## src/rtl/tccad_map.svh

```systemverilog
// Purpose: Constants for the CC attach and detach block
// Assumes: 200 MHz system clock
// Notes: Counts derive from times in their own units
`ifndef TCCAD_MAP_SVH
`define TCCAD_MAP_SVH

`define TCCAD_CLK_PERIOD_NS 5
// Disconnect qualification time on a watched CC pin
`define TCCAD_CC_QUAL_TIME_NS 10000
`define TCCAD_CC_QUAL_CYC ((`TCCAD_CC_QUAL_TIME_NS + `TCCAD_CLK_PERIOD_NS - 1) / `TCCAD_CLK_PERIOD_NS)
// Dual-role alternation period and source share
`define TCCAD_DRP_PERIOD_NS 50000000
`define TCCAD_DRP_PERIOD_CYC (`TCCAD_DRP_PERIOD_NS / `TCCAD_CLK_PERIOD_NS)
`define TCCAD_DRP_DUTY_PCT 50
// Pullup advertisement codes
`define TCCAD_RP_DEF 2'h0
`define TCCAD_RP_1A5 2'h1
`define TCCAD_RP_3A0 2'h2

`endif

```

## src/rtl/tccad_pkg.sv

```systemverilog
// Purpose: Types for the CC attach and detach block
// Assumes: Analog CC sensing arrives as comparator bits
// Notes: Constants live in tccad_map.svh
package tccad_pkg;

    typedef enum logic [1:0] {
        ROLE_SRC = 2'h0,
        ROLE_SNK = 2'h1,
        ROLE_DRP = 2'h2
    } tccad_role_type;

    // Gray codes along unattached, attached, error
    typedef enum logic [1:0] {
        ST_UNATT = 2'h0,
        ST_ATT = 2'h1,
        ST_ERR = 2'h3
    } tccad_state_type;

    typedef enum logic [3:0] {
        CONN_NONE = 4'h0,
        CONN_SINK_CC1 = 4'h1,
        CONN_SINK_CC2 = 4'h2,
        CONN_CABLE_CC1 = 4'h3,
        CONN_CABLE_CC2 = 4'h4,
        CONN_VC_CC1 = 4'h5,
        CONN_VC_CC2 = 4'h6,
        CONN_DEBUG = 4'h7,
        CONN_AUDIO = 4'h8,
        CONN_AS_SINK = 4'h9
    } tccad_conn_type;

    // Per-pin comparator results
    typedef struct packed {
        logic ra;
        logic rd;
        logic above_disc;
        logic ovp;
        logic [1:0] adv;
    } tccad_cc_type;

    typedef struct packed {
        logic [31:0] cnt;
        logic done;
    } tccad_tmr_type;

    typedef struct packed {
        tccad_state_type st;
        tccad_conn_type conn;
        logic drp_src;
        logic [31:0] drp_cnt;
        logic vbus_en;
        logic vconn1;
        logic vconn2;
        logic pd_tx_en;
        logic orient;
        logic watch1;
        logic watch2;
        logic [1:0] rp_level;
        logic [1:0] sink_cur;
        logic pull_up;
        logic db_rd;
        logic db_released;
        logic err;
        logic attached;
    } tccad_ctl_type;

endpackage

```

## src/rtl/tccad_attach_detect.sv

```systemverilog
// Purpose: Type-C CC attach, orientation and detach decisions
// Assumes: CC comparator bits are synchronous to SYS_CLK
// Notes: Disconnect threshold is picked by the analog side from RP_LEVEL
// Contract
// - Source, both open: nothing attached, no power
// - Source, Rd CC1: sink, VBUS, watch CC1
// - Source, Rd CC2: sink, VBUS, watch CC2
// - Source, Ra CC1: cable only, no power
// - Source, Ra CC2: cable only, no power
// - Ra CC1, Rd CC2: VBUS, VCONN CC1, watch CC2
// - Rd CC1, Ra CC2: VBUS, VCONN CC2, watch CC1
// - Rd both: debug accessory, either pin detaches
// - Ra both: audio accessory, either pin detaches
// - Default pullup until VBUS switch closes
// - Ra on a pin means active cable
// - Detach after threshold held for qualification time
// - Sink pulls down, attaches on VBUS, decodes current
// - Dual role alternates pulldown and pullup
// - Dead battery Rd until power not needed
// - CC overvoltage or reverse current kills VCONN, transmitter
// - Overtemperature latch enters error recovery
`timescale 1ns/1ps
`include "tccad_map.svh"
module tccad_attach_detect #(
    parameter int unsigned CC_QUAL_CYC = `TCCAD_CC_QUAL_CYC,
    parameter int unsigned DRP_PERIOD_CYC = `TCCAD_DRP_PERIOD_CYC,
    parameter int unsigned DRP_DUTY_PCT = `TCCAD_DRP_DUTY_PCT
) (
    input wire logic SYS_CLK, // 200 MHz clock
    input wire logic RST_N, // Synchronous reset, low
    input wire tccad_pkg::tccad_role_type ROLE_MODE, // Source, sink or dual role
    input wire tccad_pkg::tccad_cc_type CC1_SENSE, // CC1 comparators
    input wire tccad_pkg::tccad_cc_type CC2_SENSE, // CC2 comparators
    input wire logic VBUS_PRESENT, // VBUS above attach level
    input wire logic REV_CURRENT, // Reverse current into 5 V supply
    input wire logic OT_LATCH, // VCONN switch latched off by heat
    input wire logic DEAD_BATT, // Dead or no battery
    input wire logic VBUS_NOT_NEEDED, // Local power is up
    input wire logic [1:0] RP_LEVEL_REQ, // Firmware pullup level
    output logic CC_PULLUP, // 1 pullup current, 0 sink pulldown
    output logic [1:0] RP_LEVEL, // Active pullup level
    output logic VBUS_EN, // Source 5 V switch to VBUS
    output logic VCONN_CC1, // VCONN supply switch onto CC1
    output logic VCONN_CC2, // VCONN supply switch onto CC2
    output logic PD_TX_EN, // Power delivery transmitter enable
    output logic WATCH_CC1, // CC1 watched for detach
    output logic WATCH_CC2, // CC2 watched for detach
    output logic ATTACHED, // Attach status
    output logic ORIENT, // 0 partner on CC1, 1 on CC2
    output tccad_pkg::tccad_conn_type CONN_STATE, // Decoded connection
    output logic [1:0] SINK_CURRENT, // Advertised current as sink
    output logic DB_RD_EN, // Dead battery Rd
    output logic ERR_RECOVERY // Error recovery state
);
    import tccad_pkg::*;

    localparam int unsigned DRP_SRC_CYC = int'((longint'(DRP_PERIOD_CYC) * DRP_DUTY_PCT) / 100);

    tccad_ctl_type s;
    tccad_ctl_type next_s;
    tccad_conn_type cur;
    logic fault;
    logic src_phase;
    logic qual_cond;
    logic qual_done;

    // Priority: pairs first, so a pair is never read as a single pin
    function automatic tccad_conn_type src_decode(input tccad_cc_type a, input tccad_cc_type b);
        if (a.rd && b.rd) begin
            return CONN_DEBUG;
        end else if (a.ra && b.ra) begin
            return CONN_AUDIO;
        end else if (a.ra && b.rd) begin
            return CONN_VC_CC1;
        end else if (a.rd && b.ra) begin
            return CONN_VC_CC2;
        end else if (a.rd) begin
            return CONN_SINK_CC1;
        end else if (b.rd) begin
            return CONN_SINK_CC2;
        end else if (a.ra) begin
            return CONN_CABLE_CC1;
        end else if (b.ra) begin
            return CONN_CABLE_CC2;
        end else begin
            return CONN_NONE;
        end
    endfunction

    function automatic logic cable_only(input tccad_conn_type c);
        return (c == CONN_CABLE_CC1) || (c == CONN_CABLE_CC2);
    endfunction

    function automatic logic [1:0] watch_of(input tccad_conn_type c);
        case (c)
            CONN_SINK_CC1: return 2'h1;
            CONN_SINK_CC2: return 2'h2;
            CONN_CABLE_CC1: return 2'h1;
            CONN_CABLE_CC2: return 2'h2;
            CONN_VC_CC1: return 2'h2;
            CONN_VC_CC2: return 2'h1;
            CONN_DEBUG: return 2'h3;
            CONN_AUDIO: return 2'h3;
            CONN_NONE: return 2'h3;
            default: return 2'h0;
        endcase
    endfunction

    assign fault = CC1_SENSE.ovp || CC2_SENSE.ovp || REV_CURRENT;
    assign src_phase = (ROLE_MODE == ROLE_SRC) || (ROLE_MODE == ROLE_DRP && s.drp_src);
    assign cur = src_decode(CC1_SENSE, CC2_SENSE);

    // Either watched pin above threshold counts
    assign qual_cond = (s.st == ST_ATT) && (s.conn != CONN_AS_SINK)
        && ((s.watch1 && CC1_SENSE.above_disc) || (s.watch2 && CC2_SENSE.above_disc));

    tccad_qual_timer #(
        .LIMIT(CC_QUAL_CYC)
    ) u_qual (
        .clk(SYS_CLK),
        .rst_n(RST_N),
        .cond(qual_cond),
        .done(qual_done)
    );

    always_comb begin
        next_s = s;
        // Dead battery Rd released for good once power is local
        next_s.db_released = s.db_released || VBUS_NOT_NEEDED;
        next_s.db_rd = DEAD_BATT && !next_s.db_released;
        case (s.st)
            ST_UNATT: begin
                next_s.conn = CONN_NONE;
                if (ROLE_MODE == ROLE_DRP) begin
                    if (s.drp_cnt >= DRP_PERIOD_CYC - 1) begin
                        next_s.drp_cnt = '0;
                    end else begin
                        next_s.drp_cnt = s.drp_cnt + 32'h0000_0001;
                    end
                    next_s.drp_src = next_s.drp_cnt < DRP_SRC_CYC;
                end else begin
                    next_s.drp_cnt = '0;
                    // Only a pure source keeps its pullup while idle
                    next_s.drp_src = ROLE_MODE == ROLE_SRC;
                end
                if (!src_phase) begin
                    if (VBUS_PRESENT) begin
                        next_s.st = ST_ATT;
                        next_s.conn = CONN_AS_SINK;
                        next_s.drp_cnt = '0;
                    end
                end else if (cur != CONN_NONE) begin
                    next_s.st = ST_ATT;
                    next_s.conn = cur;
                    next_s.drp_cnt = '0;
                end
            end
            ST_ATT: begin
                if (s.conn == CONN_AS_SINK) begin
                    if (!VBUS_PRESENT) begin
                        next_s.st = ST_UNATT;
                    end
                end else if (qual_done) begin
                    next_s.st = ST_UNATT;
                    next_s.conn = CONN_NONE;
                end else if (cable_only(s.conn) && (cur == CONN_VC_CC1 || cur == CONN_VC_CC2)) begin
                    // Sink arrived behind an already seen cable
                    next_s.conn = cur;
                end
            end
            ST_ERR: begin
                next_s.conn = CONN_NONE;
                if (!OT_LATCH) begin
                    next_s.st = ST_UNATT;
                end
            end
            default: begin
                next_s.st = ST_UNATT;
            end
        endcase
        if (OT_LATCH) begin
            next_s.st = ST_ERR;
            next_s.conn = CONN_NONE;
        end
        if (next_s.st == ST_UNATT) begin
            next_s.conn = CONN_NONE;
        end

        // Outputs follow the next connection so they move with it
        next_s.attached = next_s.st == ST_ATT && !cable_only(next_s.conn);
        next_s.err = next_s.st == ST_ERR;
        next_s.vbus_en = next_s.conn inside {CONN_SINK_CC1, CONN_SINK_CC2, CONN_VC_CC1,
            CONN_VC_CC2, CONN_DEBUG};
        next_s.vconn1 = next_s.conn == CONN_VC_CC1 && !fault;
        next_s.vconn2 = next_s.conn == CONN_VC_CC2 && !fault;
        next_s.pd_tx_en = next_s.st == ST_ATT && !fault;
        {next_s.watch2, next_s.watch1} = (next_s.st == ST_UNATT) ? 2'h3
            : (next_s.st == ST_ATT) ? watch_of(next_s.conn) : 2'h0;
        if (next_s.conn == CONN_AS_SINK) begin
            next_s.pull_up = 1'b0;
            next_s.orient = CC2_SENSE.adv != 2'h0;
            next_s.sink_cur = next_s.orient ? CC2_SENSE.adv : CC1_SENSE.adv;
        end else begin
            next_s.pull_up = next_s.st == ST_ATT || next_s.drp_src;
            next_s.orient = next_s.conn == CONN_SINK_CC2 || next_s.conn == CONN_VC_CC1;
            next_s.sink_cur = 2'h0;
        end
        if (next_s.st == ST_ERR) begin
            next_s.pull_up = 1'b0;
        end
        // Firmware level only after the source switch is closed
        next_s.rp_level = next_s.vbus_en ? RP_LEVEL_REQ : `TCCAD_RP_DEF;
    end

    always_ff @(posedge SYS_CLK) begin
        if (!RST_N) begin
            s <= '0;
        end else begin
            s <= next_s;
        end
    end

    assign CC_PULLUP = s.pull_up;
    assign RP_LEVEL = s.rp_level;
    assign VBUS_EN = s.vbus_en;
    assign VCONN_CC1 = s.vconn1;
    assign VCONN_CC2 = s.vconn2;
    assign PD_TX_EN = s.pd_tx_en;
    assign WATCH_CC1 = s.watch1;
    assign WATCH_CC2 = s.watch2;
    assign ATTACHED = s.attached;
    assign ORIENT = s.orient;
    assign CONN_STATE = s.conn;
    assign SINK_CURRENT = s.sink_cur;
    assign DB_RD_EN = s.db_rd;
    assign ERR_RECOVERY = s.err;

    logic unatt_src;
    assign unatt_src = s.st == ST_UNATT && src_phase && !OT_LATCH;
endmodule

```

## src/rtl/tccad_qual_timer.sv

```systemverilog
// Purpose: Counts how long a condition has held without a break
// Assumes: Condition is synchronous to clk
// Notes: Done stays high while the condition keeps holding
`timescale 1ns/1ps
module tccad_qual_timer #(
    parameter int unsigned LIMIT = 2000
) (
    input wire logic clk, // System clock
    input wire logic rst_n, // Synchronous reset, low
    input wire logic cond, // Condition to qualify
    output logic done // Held for LIMIT cycles
);
    import tccad_pkg::*;

    tccad_tmr_type s;
    tccad_tmr_type next_s;

    always_comb begin
        next_s = s;
        if (!cond) begin
            next_s.cnt = '0;
            next_s.done = 1'b0;
        end else if (s.cnt < LIMIT - 1) begin
            next_s.cnt = s.cnt + 32'h0000_0001;
            next_s.done = 1'b0;
        end else begin
            next_s.done = 1'b1;
        end
    end

    always_ff @(posedge clk) begin
        if (!rst_n) begin
            s <= '0;
        end else begin
            s <= next_s;
        end
    end

    assign done = s.done;

endmodule

```

## config.mk

```make
export PLATFORM = sky130hd
export DESIGN_NAME = tccad_attach_detect
export DESIGN_NICKNAME = d
export VERILOG_FILES = /design/src/rtl/tccad_pkg.sv /design/src/rtl/tccad_attach_detect.sv /design/src/rtl/tccad_qual_timer.sv
export VERILOG_INCLUDE_DIRS = /design/src /design/src/rtl
export SDC_FILE = /design/constraint.sdc
export NUM_CORES = 1
export LEC_CHECK = 0
export ABC_AREA = 1
export BUFFER_PORTS_ARGS = -buffer_cell sky130_fd_sc_hd__buf_2
export CAP_MARGIN = 20
export CORE_ASPECT_RATIO = 0.8
export CORE_UTILIZATION = 50
export DETAILED_ROUTE_END_ITERATION = 10
export PLACE_DENSITY = 0.69
export SKIP_CTS_REPAIR_TIMING = 1
export SLEW_MARGIN = 20
export SYNTH_ARGS = -nofsm -noshare
export SYNTH_HDL_FRONTEND = slang
export SYNTH_HIERARCHICAL = 1
export SYNTH_SLANG_ARGS = --single-unit
```

## constraint.sdc

```tcl
create_clock -name SYS_CLK -period 3.24 [get_ports SYS_CLK]
set_clock_uncertainty 0.2 [all_clocks]
set_input_delay 0.648 -clock SYS_CLK [delete_from_list [all_inputs] [get_ports SYS_CLK]]
set_output_delay 0.648 -clock SYS_CLK [all_outputs]
set_load 0.01 [all_outputs]
```

Word-level counts from Yosys, hierarchy flattened
Memory sizes are Yosys's and may differ from the RTL's.
Cells that the tools add are included.
{"block": "word_totals", "ff_bits": 88, "rom_bits": 32, "in_bits": 23, "output_inout_bits": 19, "memories": 1}
{"block": "classes", "n_addsub": 2, "n_lt_le_gt_ge": 3, "n_eq_ne": 19, "muxes": 34, "bitwise": 1, "reduce_logical": 38}
{"memory": "(no name shown)", "depth": 16, "width": 2, "rd": 1, "rd_clocked_by_memory_dff": 0, "wr": 0, "line_no": "tccad_attach_detect.sv:95", "rtl": "case (c)"}
{"op": "32-bit two-way mux", "n": 6}
{"op": "33-bit two-way mux", "n": 2}
{"op": "32-bit by 1-bit adder with 32-bit output (second input constant)", "n": 2}
{"op": "32-bit by 24-bit greater-or-equal comparator with 1-bit output (second input constant)", "n": 1}
{"op": "32-bit by 11-bit < comparator with 1-bit output (second input constant)", "n": 1}
{"op": "32-bit by 23-bit < comparator with 1-bit output (second input constant)", "n": 1}
{"op": "4-bit by 3-bit equality test with 1-bit output (second input constant)", "n": 7}
{"op": "4-bit two-way mux", "n": 6}
{"op": "6-bit two-way mux", "n": 4}
{"op": "3-bit two-way mux", "n": 6}
{"op": "1-bit logical AND", "n": 15}
{"op": "4-bit by 2-bit equality test with 1-bit output (second input constant)", "n": 3}
{"op": "2-bit two-way mux", "n": 6}
{"op": "4-bit one-hot mux with 3 select lines", "n": 1}
{"op": "1-bit logical OR", "n": 10}
{"op": "4-bit equality test (second input constant)", "n": 2}
{"op": "2-bit equality test (second input constant)", "n": 3}
{"op": "2-bit zero test", "n": 3}
{"op": "2-bit AND reduction", "n": 3}
{"op": "5-bit nonzero test", "n": 1}
{"op": "2-bit by 1-bit equality test with 1-bit output (second input constant)", "n": 2}
{"op": "4-bit by 1-bit equality test with 1-bit output (second input constant)", "n": 1}
{"op": "4-bit inequality test (second input constant)", "n": 1}
{"op": "2-bit one-hot mux with 2 select lines", "n": 1}
{"op": "other kinds (6)", "n": 9}

Logic depth before layout (Yosys ltp)
Gate-level depths: netlist (run 1).
{"block": "logic_depth", "depth_word": 22, "depth_mapped": 22}

By module
Netlist (run 1), hierarchy kept.
{"module": "tccad_attach_detect", "n_inst": 1, "cells_each": 525, "area_each_um2": 3358.2, "seq_area_each_um2": 1101.1}
{"module": "tccad_qual_timer", "n_inst": 1, "cells_each": 181, "area_each_um2": 1311.3, "seq_area_each_um2": 660.6}

Worst setup path after synthesis (run 1)
No wires, ideal clock.
{"block": "synth_path", "kind": "input to register", "startpoint": "input ROLE_MODE[0]", "endpoint": "register s, in the netlist CC_PULLUP", "setup_time_ns": 0.109, "arrival_ns": 1.936, "setup_slack_ns": 0.996, "stages": 13, "cell_sequence": "o21bai_4 -> inv_2 -> or2_1 -> o21ai_0 -> o21ai_1 -> inv_2 -> nor2_4 -> nand2_1 -> nor2_1 -> and3_1 -> nor2_1 -> nand2_1 -> inv_1"}
{"block": "synth_via", "elab_chain_cells": 10}
{"item": "from (decl)", "line_no": "tccad_attach_detect.sv:31", "rtl": "input wire tccad_pkg::tccad_role_type ROLE_MODE,"}
{"item": "2-bit equality test", "line_no": "tccad_attach_detect.sv:110, tccad_attach_detect.sv:134"}
{"item": "1-bit logical AND", "line_no": "tccad_attach_detect.sv:110", "rtl": "assign src_phase = (ROLE_MODE == ROLE_SRC) || (ROLE_MODE == ROLE_DRP && s.drp_src);"}
{"item": "1-bit logical OR", "line_no": "tccad_attach_detect.sv:110"}
{"item": "6-bit two-way mux", "line_no": "tccad_attach_detect.sv:146", "rtl": "if (!src_phase) begin"}
{"item": "2-bit one-hot mux with 2 select lines", "line_no": "tccad_attach_detect.sv:131", "rtl": "case (s.st)"}
{"item": "6-bit two-way mux", "line_no": "tccad_attach_detect.sv:181", "rtl": "if (OT_LATCH) begin"}
{"item": "2-bit zero test", "line_no": "tccad_attach_detect.sv:185", "rtl": "if (next_s.st == ST_UNATT) begin"}
{"item": "4-bit two-way mux", "line_no": "tccad_attach_detect.sv:185"}
{"item": "4-bit equality test", "line_no": "tccad_attach_detect.sv:199", "rtl": "if (next_s.conn == CONN_AS_SINK) begin"}
{"item": "3-bit OR reduction (no line)"}
{"item": "to (signal assigned)", "line_no": "tccad_attach_detect.sv:219", "rtl": "s <= next_s;"}
{"item": "to (decl)", "line_no": "tccad_attach_detect.sv:59", "rtl": "tccad_ctl_type s;"}
Parallel ways exist; a longest one is shown, timed or not.
A chain may end at the register's enable or synchronous reset.

==> flow_summary.json, run 1 <==
{
  "mostFrequentLayoutCells": "nand2_1, nor2_1, dfxtp_1",
  "core-area_um2": 9080,
  "die_area_um2": 9730,
  "final_area_um2": 5220,
  "wl_per_cell_um": 12.3,
  "p_sw_w": 0.000592,
  "grt_max_degree": 34,
  "num_vias": 4375,
  "ys_warn_count": 6,
  "required_ns": 3.28,
  "endpoint_kind": "flop",
  "first_iter_violations": 380,
  "synthCells": 706,
  "crit_type": "reg -> reg",
  "postPlaceCellArea_um2": 4920,
  "placedCellCount": 843,
  "cts_root_buffer": "clkbuf_16",
  "syn-num-nets": 731,
  "netlist_area_um2": 4670,
  "layout_commonest_cell": "nand2_1",
  "clkLatencyLatePin_ns": 0.34,
  "synth_edf_count": 0,
  "worst-path-max-fanout": 8,
  "p_sw_share_pct": 25.9,
  "worst_pin_slew_ns": 0.511,
  "initial_core_util_pct": 51.4,
  "antenna_found_initial": 0,
  "io_pins": 42,
  "fmax_mhz": 394,
  "setup_tns_ns": 0,
  "drv_slew": 0,
  "gp_congestion": 0.971,
  "synth-seq-cells": 88,
  "dp_hpwl_um": 7870,
  "layout.nets": 764,
  "grt_pass1_vias": 3745,
  "grt_use_total_pct": 22.9,
  "synth.distinct_cells": 44,
  "drive_gt1_share_pct": 15.1,
  "grt-ovfl-total": 0,
  "intPower_w": 0.00169,
  "h-tree-depth": 3,
  "ir_drop_mv": 0.325,
  "setup_viol": 0,
  "async_flop_share_pct": 0,
  "clk_pin_slew_ns": 0.07,
  "cp.arrival_ns": 2.58,
  "fin_cells": 859,
  "grt_pass1_wl_um": 17300,
  "max_slew_margin_pct": 65.9,
  "syn2layout_area_growth_pct": 11.9,
  "rsz0062_at_grt": "false",
  "combPwrFrac_pct": 6.6,
  "outcome": "finished, violations left",
  "synth_seq_area_share_pct": 37.7,
  "die_y_um": 88.4,
  "die_w_um": 110,
  "p_total_w": 0.00228,
  "vias_per_cell": 5.09,
  "p_leak_nw": 2.33,
  "cts_buffers": 9,
  "min_path_type": "reg -> reg",
  "critPathLaunchType": "flop",
  "port_buffers": 41,
  "drc": 2,
  "n_antenna_cell": 0,
  "hold_violations": 0,
  "cts_buffer_depth": 2,
  "finalWirelength_um": 10500,
  "violations": "DRC",
  "seqPwrFrac_pct": 48.3,
  "cts_sinks": 88,
  "cap_viol_max_count": 0,
  "p_clk_share_pct": 45.0,
  "firstDrtPassIters": 7,
  "layout_min_cycle_time_ns": 2.54,
  "cts_tree": "built",
  "avgSynthCellArea_um2": 6.61,
  "ant_nets": 0,
  "finalCritPeriodShare_pct": 78.3,
  "power_density_nw_per_um2": 437,
  "ys.flop_type": "dfxtp_1",
  "rows": 31
}
[cell type report]
class | count | area (µm²)
repair buffers | 47 | 250
clock buffers | 9 | 225
inverters | 95 | 357
flip-flops and latches | 88 | 1760
multi-input cells | 498 | 2410
well taps | 115 | 144
fillers | 868 | 3850
clock inverters | 7 | 75.1
[synth_stat cells, types with 8 or more instances]
| cell | count | area, µm² |
|---|---|---|
| nand2_1 | 180 | 676 |
| nor2_1 | 99 | 372 |
| dfxtp_1 | 88 | 1760 |
| inv_1 | 87 | 327 |
| a21oi_1 | 47 | 235 |
| nand3_1 | 44 | 220 |
| o21ai_0 | 21 | 105 |
| nand4_1 | 15 | 93.8 |
| clkbuf_1 | 13 | 48.8 |
| nor2_2 | 13 | 81.3 |
| nor3_1 | 13 | 65.1 |
| buf_4 | 10 | 75.1 |
| nand2_2 | 9 | 56.3 |
| inv_2 | 8 | 30.0 |
| xor2_1 | 8 | 70.1 |
[cell families after synthesis]
family                     Yosys count  synth area share, %
AOI/OAI and AO/OA                   89                 10.7
xor gates and xnor gates            12                 2.41
adders and majority gates            2                0.536
buffers and inverters              120                 10.6
DFF                                 88                 37.7
and+or+nand+nor                    395                 38.0
[routing by layer]
metal | wire, µm | track usage [%]
met1 | 5380 | 32.7
met2 | 4420 | 34.4
met5 | 0 | 0
met3 | 674 | 6.04
met4 | 69 | 5.58
[path summary, 6_finish.rpt]
path	startpoint	to	slack, ns	depth (start not counted)
min	u_qual/s[31]$_SDFFE_PN0N_	u_qual/s[31]$_SDFFE_PN0N_	0.23	2
min reg2reg	u_qual/s[31]$_SDFFE_PN0N_	u_qual/s[31]$_SDFFE_PN0N_	0.23	2
max	s[16]$_SDFFE_PN0P_	CC_PULLUP$_SDFF_PP0_	0.70	18
max reg2reg	s[16]$_SDFFE_PN0P_	CC_PULLUP$_SDFF_PP0_	0.70	18
[registers in the layout, summed over array words and instances, names as in the netlist, 2 cells and up]
name	cells
u_qual/s	32
SINK_CURRENT	2
RP_LEVEL	2
CONN_STATE	4
s	36
[power groups by stage]
stage	Sequential [W]	Clock [W]	Combinational (W)
4_1_cts	0.00110	0.00106	0.000152
2_1_floorplan	0.00113	0	0.0000998
3_5_place_dp	0.00113	0	0.000151
6_report	0.00110	0.00103	0.000152
3_3_place_gp	0.00113	0	0.000149
5_1_grt	0.00111	0.00110	0.000173
[per-stage QoR]
stage / hold WS (ns) / utilization [%] / setup WS, ns
after floorplan: 0.208 / - / 0.996
final: 0.227 / 57.6 / 0.702
after global routing: 0.242 / 57.6 / 0.462
after global placement: 0.214 / 54.2 / 0.711
after detailed placement: 0.218 / 54.2 / 0.615
after CTS: 0.229 / 57.6 / 0.738
[worst max-delay path: stages, from the launching register on]
cell,delay (ns)
dfxtp_1,0.41
ha_1,0.20
nand2_2,0.08
nor2_4,0.25
nand2_2,0.13
inv_2,0.07
nand4_2,0.09
o21ai_1,0.17
nand3_1,0.12
nor2_2,0.13
nand2_1,0.09
nor2_1,0.11
nand2_1,0.06
nand2_1,0.07
nand2_1,0.05
nand2_1,0.07
nand3_1,0.07
nand2_1,0.06
inv_1,0.03
(Power assumes the default switching activity.)
==> inputs of run 2 (changes only) <==
==> constraint.sdc (replaced) <==
create_clock -name SYS_CLK -period 2.5 [get_ports SYS_CLK]
set_clock_uncertainty 0.2 [all_clocks]
set_input_delay 0.5 -clock SYS_CLK [delete_from_list [all_inputs] [get_ports SYS_CLK]]
set_output_delay 0.5 -clock SYS_CLK [all_outputs]
set_load 0.01 [all_outputs]
==> run 2 against run 1 <==
Effect of this change: the flow now finishes without violations; sequential share of layout area shrank 0.67 points; register-to-register slack lost 0.62 ns; die area is the same; via count grew 2.9%; flip-flop and latch count is the same; combinational power grew 38%; fmax grew 4.8%; sequential power grew 30%; global-route usage shrank 0.64 points; critical path depth grew 2; wire length grew 1.2%; clock-buffer cell count is the same; critical endpoint unchanged; largest power group unchanged.
==> flow_summary.json, run 2 (synthesis gave the netlist of run 1 again) <==
{
  "mostFrequentLayoutCells": "nand2_1, nor2_1, inv_1",
  "postPlaceCellArea_um2": 4970,
  "intPower_w": 0.00216,
  "gp_congestion": 0.946,
  "cts_buffer_depth": 2,
  "hold_path_end": "RP_LEVEL[1]$_SDFF_PN0_",
  "grt_max_degree": 34,
  "syn2layout_area_growth_pct": 14.5,
  "cts_tree": "built",
  "cts_buffers": 9,
  "endpoint_kind": "flop",
  "wl_per_cell_um": 12.3,
  "clkLatencyLatePin_ns": 0.33,
  "drv_slew": 0,
  "seqPwrFrac_pct": 50.3,
  "grt_pass1_vias": 3762,
  "core-area_um2": 9080,
  "crit_type": "reg -> reg",
  "rsz0062_at_grt": "true",
  "h-tree-depth": 3,
  "worst-path-max-fanout": 7,
  "post-route-util_pct": 58.9,
  "combPwrFrac_pct": 7.3,
  "die_w_um": 110,
  "clk_pin_slew_ns": 0.06,
  "p_sw_share_pct": 24.1,
  "hold_path_startpoint": "RP_LEVEL_REQ[1]",
  "path_cells": "ha_4, nand2_2, nor2_4, buf_4, nand2_1, inv_1, xor2_2, nand3_1, nand2_1, nand2_1, nand2_1, nand2_1, nand2_1, nand2_1, nand2_1, nand2_1, nand2_2, nand3_1, nand2_1, inv_1",
  "fmax_mhz": 413,
  "cp_slowest_cell": "dfxtp_2",
  "antenna_found_initial": 0,
  "dp_worst_setup_slack_ns": 0.0112,
  "n_antenna_cell": 0,
  "outcome": "complete, no violations",
  "cp_top_family": "simple AND/OR/NAND/NOR gates",
  "p_sw_w": 0.000686,
  "finalCritPeriodShare_pct": 96.8,
  "final_area_um2": 5350,
  "drc": 0,
  "io_pins": 42,
  "port_buffers": 41,
  "critPathLaunchType": "flop",
  "p_leak_nw": 2.39,
  "cts_root_buffer": "clkbuf_16",
  "cap_viol_max_count": 0,
  "firstDrtPassIters": 5,
  "ir_drop_mv": 0.383,
  "die_y_um": 88.4,
  "cts_sinks": 88,
  "worst_pin_slew_ns": 0.537,
  "slowest_delay_ns": 0.35,
  "vias_per_cell": 5.18,
  "grt-ovfl-total": 0,
  "power_density_nw_per_um2": 533,
  "required_ns": 2.53,
  "initial_core_util_pct": 51.4,
  "hold_violations": 0,
  "largest_reg_flops": 36,
  "largest_register": "s",
  "max_slew_margin_pct": 63.9,
  "grt_use_total_pct": 22.3,
  "ff2ff_setup_slack_ns": 0.08,
  "cp_common_cell": "nand2_1",
  "cp.arrival_ns": 2.45,
  "finalWirelength_um": 10700,
  "worst_r2r_path_depth": 20,
  "grt_pass1_wl_um": 16800,
  "top_usage_layer": "met1",
  "die_area_um2": 9730,
  "use_met1_pct": 32.7,
  "ant_nets": 0,
  "dp_hpwl_um": 7780,
  "layout_commonest_cell": "nand2_1",
  "setup_slack_ns": 0.0790,
  "grt_use_met2_pct": 32.0,
  "min_path_type": "in -> reg",
  "grtUsageMet3_pct": 5.45,
  "p_clk_share_pct": 42.4,
  "layout.nets": 776,
  "num_vias": 4504,
  "layout_min_cycle_time_ns": 2.42,
  "first_iter_violations": 276,
  "drive_gt1_share_pct": 18.3,
  "rows": 31,
  "r2r-start": "s[17]$_SDFFE_PN0P_",
  "setup_viol": 0,
  "whs_path_depth": 3,
  "path_buf_inv": 3,
  "reg2reg_to": "CC_PULLUP$_SDFF_PP0_"
}
-- run 2: changes by cell type in the layout (fill, tap and decap cells not counted), sizes merged --
| cell | before | now |
|---|---|---|
| inv | 99 | 96 |
| buf | 47 | 59 |
| clkinvlp | 1 | 3 |
-- run 2: how the worst max path moves through the flow --
stage                       startpoint              endpoint  depth (start not counted)
detailed placement        ROLE_MODE[1]  CC_PULLUP$_SDFF_PP0_                         15
floorplan           s[16]$_SDFFE_PN0P_  CC_PULLUP$_SDFF_PP0_                         18
global route        s[16]$_SDFFE_PN0P_  CC_PULLUP$_SDFF_PP0_                         20
global placement          ROLE_MODE[0]  CC_PULLUP$_SDFF_PP0_                         14
finish              s[17]$_SDFFE_PN0P_  CC_PULLUP$_SDFF_PP0_                         20
CTS                 s[17]$_SDFFE_PN0P_  CC_PULLUP$_SDFF_PP0_                         18
-- run 2: area by class of cell --
class,instances,area [µm²]
clock buffers,9,225
clock inverters,6,45.0
fillers,854,3730
inverters,95,357
multi-input cells,498,2470
flip-flops and latches,88,1770
well taps,115,144
repair buffers,59,340
-- run 2: per-layer routing --
metal  share of wire (%)  routed length, µm
met1                  50               5330
met2                  42               4480
met3                 6.6                708
met4                 1.4                154
met5                   0                  0
-- run 2: power groups by stage --
stage	Clock, W	Combinational (W)	Sequential [W]
after floorplan	0	0.000129	0.00147
after detailed placement	0	0.000201	0.00146
after global placement	0	0.000198	0.00146
after CTS	0.00125	0.000202	0.00143
after global routing	0.00130	0.000233	0.00143
final	0.00121	0.000209	0.00143
-- run 2: metrics by stage --
step                instances  power [W]  hold slack [ns]  setup TNS, ns
CTS                       864    0.00288            0.166              0
detailed placement        849    0.00166            0.217              0
global placement          849    0.00166            0.214              0
finish                    870    0.00285            0.179              0
floorplan                 706    0.00159            0.208              0
global route              870    0.00297            0.166         -0.100
-- run 2: worst register-to-register path, stage by stage, from the launching register on --
cell     delay, ns
dfxtp_2       0.35
ha_4          0.14
nand2_2       0.07
nor2_4        0.26
buf_4         0.16
nand2_1       0.04
inv_1         0.08
xor2_2        0.18
nand3_1       0.10
nand2_1       0.12
nand2_1       0.06
nand2_1       0.06
nand2_1       0.04
nand2_1       0.05
nand2_1       0.05
nand2_1       0.06
nand2_1       0.06
nand2_2       0.06
nand3_1       0.07
nand2_1       0.07
inv_1         0.04
==> inputs of run 3 (changes only) <==
--- a/config.mk
+++ b/config.mk
@@ -6,7 +6,6 @@
 export SDC_FILE = /design/constraint.sdc
 export NUM_CORES = 1
 export LEC_CHECK = 0
-export ABC_AREA = 1
 export BUFFER_PORTS_ARGS = -buffer_cell sky130_fd_sc_hd__buf_2
 export CAP_MARGIN = 20
 export CORE_ASPECT_RATIO = 0.8
==> run 3 against run 2 <==
Effect of this change: the run now ends with setup timing left; non-clock buffer count increased by 50; total power fell by 2.9%; combinational power grew 37%; first-iteration DRC count is 15% lower; synthesized area is 7.7% lower; global-route usage is 1.5 points higher; cell area is 1.5% higher; critical path type unchanged.
==> flow_summary.json, run 3 <==
{
  "die_w_um": 106,
  "async_flop_share_pct": 0,
  "first_iter_violations": 234,
  "final_area_um2": 5430,
  "initial_core_util_pct": 53.0,
  "mostFrequentLayoutCells": "dfxtp_1, buf_4, nor2_1",
  "firstDrtPassIters": 5,
  "required_ns": 2.59,
  "post-route-util_pct": 66.8,
  "cts_buffer_depth": 2,
  "ir_drop_mv": 0.396,
  "num_vias": 4073,
  "rows": 29,
  "largest_reg_flops": 36,
  "hold_violations": 0,
  "rsz0062_at_grt": "true",
  "yosysMostFrequentCell": "dfxtp_1",
  "core-area_um2": 8130,
  "layout_min_cycle_time_ns": 2.73,
  "netlist_area_um2": 4310,
  "intPower_w": 0.00210,
  "clk_pin_slew_ns": 0.09,
  "h-tree-depth": 3,
  "synth_top_cells_by_count": "dfxtp_1, nor2_1, and3_1",
  "violations": "setup timing",
  "synth-seq-cells": 88,
  "grt_use_total_pct": 23.8,
  "cts_sinks": 88,
  "p_leak_nw": 2.30,
  "clkLatencyLatePin_ns": 0.36,
  "die_y_um": 85.0,
  "fmax_mhz": 367,
  "setup_viol": 22,
  "synth_edf_count": 0,
  "endpoint_kind": "flop",
  "io_pins": 42,
  "worst_pin_slew_ns": 0.523,
  "largest_register": "s",
  "wl_per_cell_um": 15.2,
  "timing.hold.ws_ns": 0.135,
  "die_area_um2": 8990,
  "synth_seq_area_share_pct": 40.9,
  "vias_per_cell": 5.74,
  "yosys.area.top_type": "dfxtp_1",
  "p_clk_share_pct": 38.0,
  "grt-ovfl-total": 0,
  "worst_r2r_path_depth": 8,
  "antenna_found_initial": 0,
  "finalCritPeriodShare_pct": 109,
  "layout.nets": 623,
  "max_slew_margin_pct": 64.8,
  "cp.arrival_ns": 2.82,
  "combPwrFrac_pct": 10.4,
  "synth_top_area_share_pct": 40.9,
  "postPlaceCellArea_um2": 4990,
  "drc": 0,
  "outcome": "finished, violations left",
  "port_buffers": 41,
  "num-fill-cells": 702,
  "setup_slack_ns": -0.226,
  "min_path_type": "in -> reg",
  "drv_slew": 0,
  "ys_warn_count": 6,
  "ys_top_cells_by_area": "dfxtp_1, and3_1, nor2_1, a21oi_1, o21ai_0",
  "cts_tree": "built",
  "crit_type": "reg -> reg",
  "syn2layout_area_growth_pct": 26.0,
  "syn-num-nets": 538,
  "seqPwrFrac_pct": 51.6,
  "critPathLaunchType": "flop",
  "synthCells": 513,
  "p_sw_w": 0.000662,
  "power_density_nw_per_um2": 510,
  "gp_congestion": 0.889,
  "p_total_w": 0.00277,
  "ys.flop_type": "dfxtp_1",
  "finalWirelength_um": 10800,
  "cts_root_buffer": "clkbuf_8",
  "drive_gt1_share_pct": 30.1,
  "ant_nets": 0,
  "placedCellCount": 691,
  "cts_buffers": 9,
  "grt_pass1_wl_um": 17200,
  "worst-path-max-fanout": 8,
  "cap_viol_max_count": 0,
  "whs_path_depth": 2,
  "fin_cells": 710,
  "grt_pass1_vias": 3648,
  "grt_max_degree": 32,
  "avgSynthCellArea_um2": 8.40,
  "dp_hpwl_um": 7470,
  "p_sw_share_pct": 23.9,
  "layout_commonest_cell": "dfxtp_1",
  "n_antenna_cell": 0,
  "synth.distinct_cells": 66
}
-- run 3: cell types whose count changed in the layout (fill, tap and decap cells not counted), moves of 10 or more --
cell      change
nor4_1       +11
nor2_1       -42
inv_1        -80
nand2_1     -152
and3_1       +41
nand3_1      -25
buf_4        +48
nand2_2      -10
a21oi_1      -10
nand2b_1     +11
nor2_2       -15
-- run 3: cells by family after synthesis --
kind of cell | count (synthesis) | synth area share, %
adders and majority gates | 2 | 0.581
and+or+nand+nor | 247 | 33.3
buffers and inverters | 46 | 5.05
AOI/OAI and AO/OA | 117 | 17.4
muxes | 3 | 0.697
xor gates and xnor gates | 10 | 2.03
DFF | 88 | 40.9
-- run 3: area by class of cell --
| cell class | instances | area, µm² | area share, % |
|---|---|---|---|
| Clock buffer | 10 | 128 | 2.35 |
| Clock inverter | 5 | 81.3 | 1.50 |
| Inverter | 9 | 37.5 | 0.692 |
| Multi-Input combinational cell | 381 | 2550 | 47.0 |
| Sequential cell | 88 | 1770 | 32.6 |
| Tap cell | 108 | 135 | 2.49 |
| Timing Repair Buffer | 109 | 723 | 13.3 |
-- run 3: worst max-delay path: stages (launching register included) --
cell	delay (ns)
dfxtp_2	0.35
ha_4	0.17
nand3_4	0.10
nor2_4	0.05
o41ai_4	0.41
a31oi_4	0.17
or4b_4	0.67
or3_4	0.41
a21oi_2	0.13
-- run 3: final timing paths --
path | startpoint | end | slack, ns
setup / recovery | s[16]$_SDFFE_PN0P_ | s[33]$_SDFFE_PN0P_ | -0.23
hold / removal | RP_LEVEL_REQ[0] | RP_LEVEL[0]$_SDFF_PN0_ | 0.13
setup reg to reg | s[16]$_SDFFE_PN0P_ | s[33]$_SDFFE_PN0P_ | -0.23
hold reg to reg | s[2]$_SDFF_PN0_ | s[2]$_SDFF_PN0_ | 0.27
-- run 3: per-layer routing --
metal | GRT usage (%) | vias up | wire length (µm)
met5 | 0 | - | 0
met4 | 8.33 | 0 | 170
met2 | 35.2 | 105 | 4660
li1 | - | 2036 | -
met1 | 34.4 | 1914 | 5450
met3 | 4.69 | 18 | 507
-- run 3: metrics by stage --
step / setup slack (ns) / TNS [ns]
global placement: -0.214 / -4.42
finish: -0.226 / -3.04
detailed placement: -0.296 / -6.38
floorplan: 0.00249 / 0
CTS: -0.314 / -5.47
global route: -0.305 / -4.85
-- run 3: power by group through the flow --
stage               Sequential, W  Clock, W  Combinational, W
floorplan                 0.00146         0          0.000143
global placement          0.00146         0          0.000260
detailed placement        0.00146         0          0.000266
CTS                       0.00143   0.00107          0.000267
global route              0.00143   0.00114          0.000316
finish                    0.00143   0.00105          0.000287
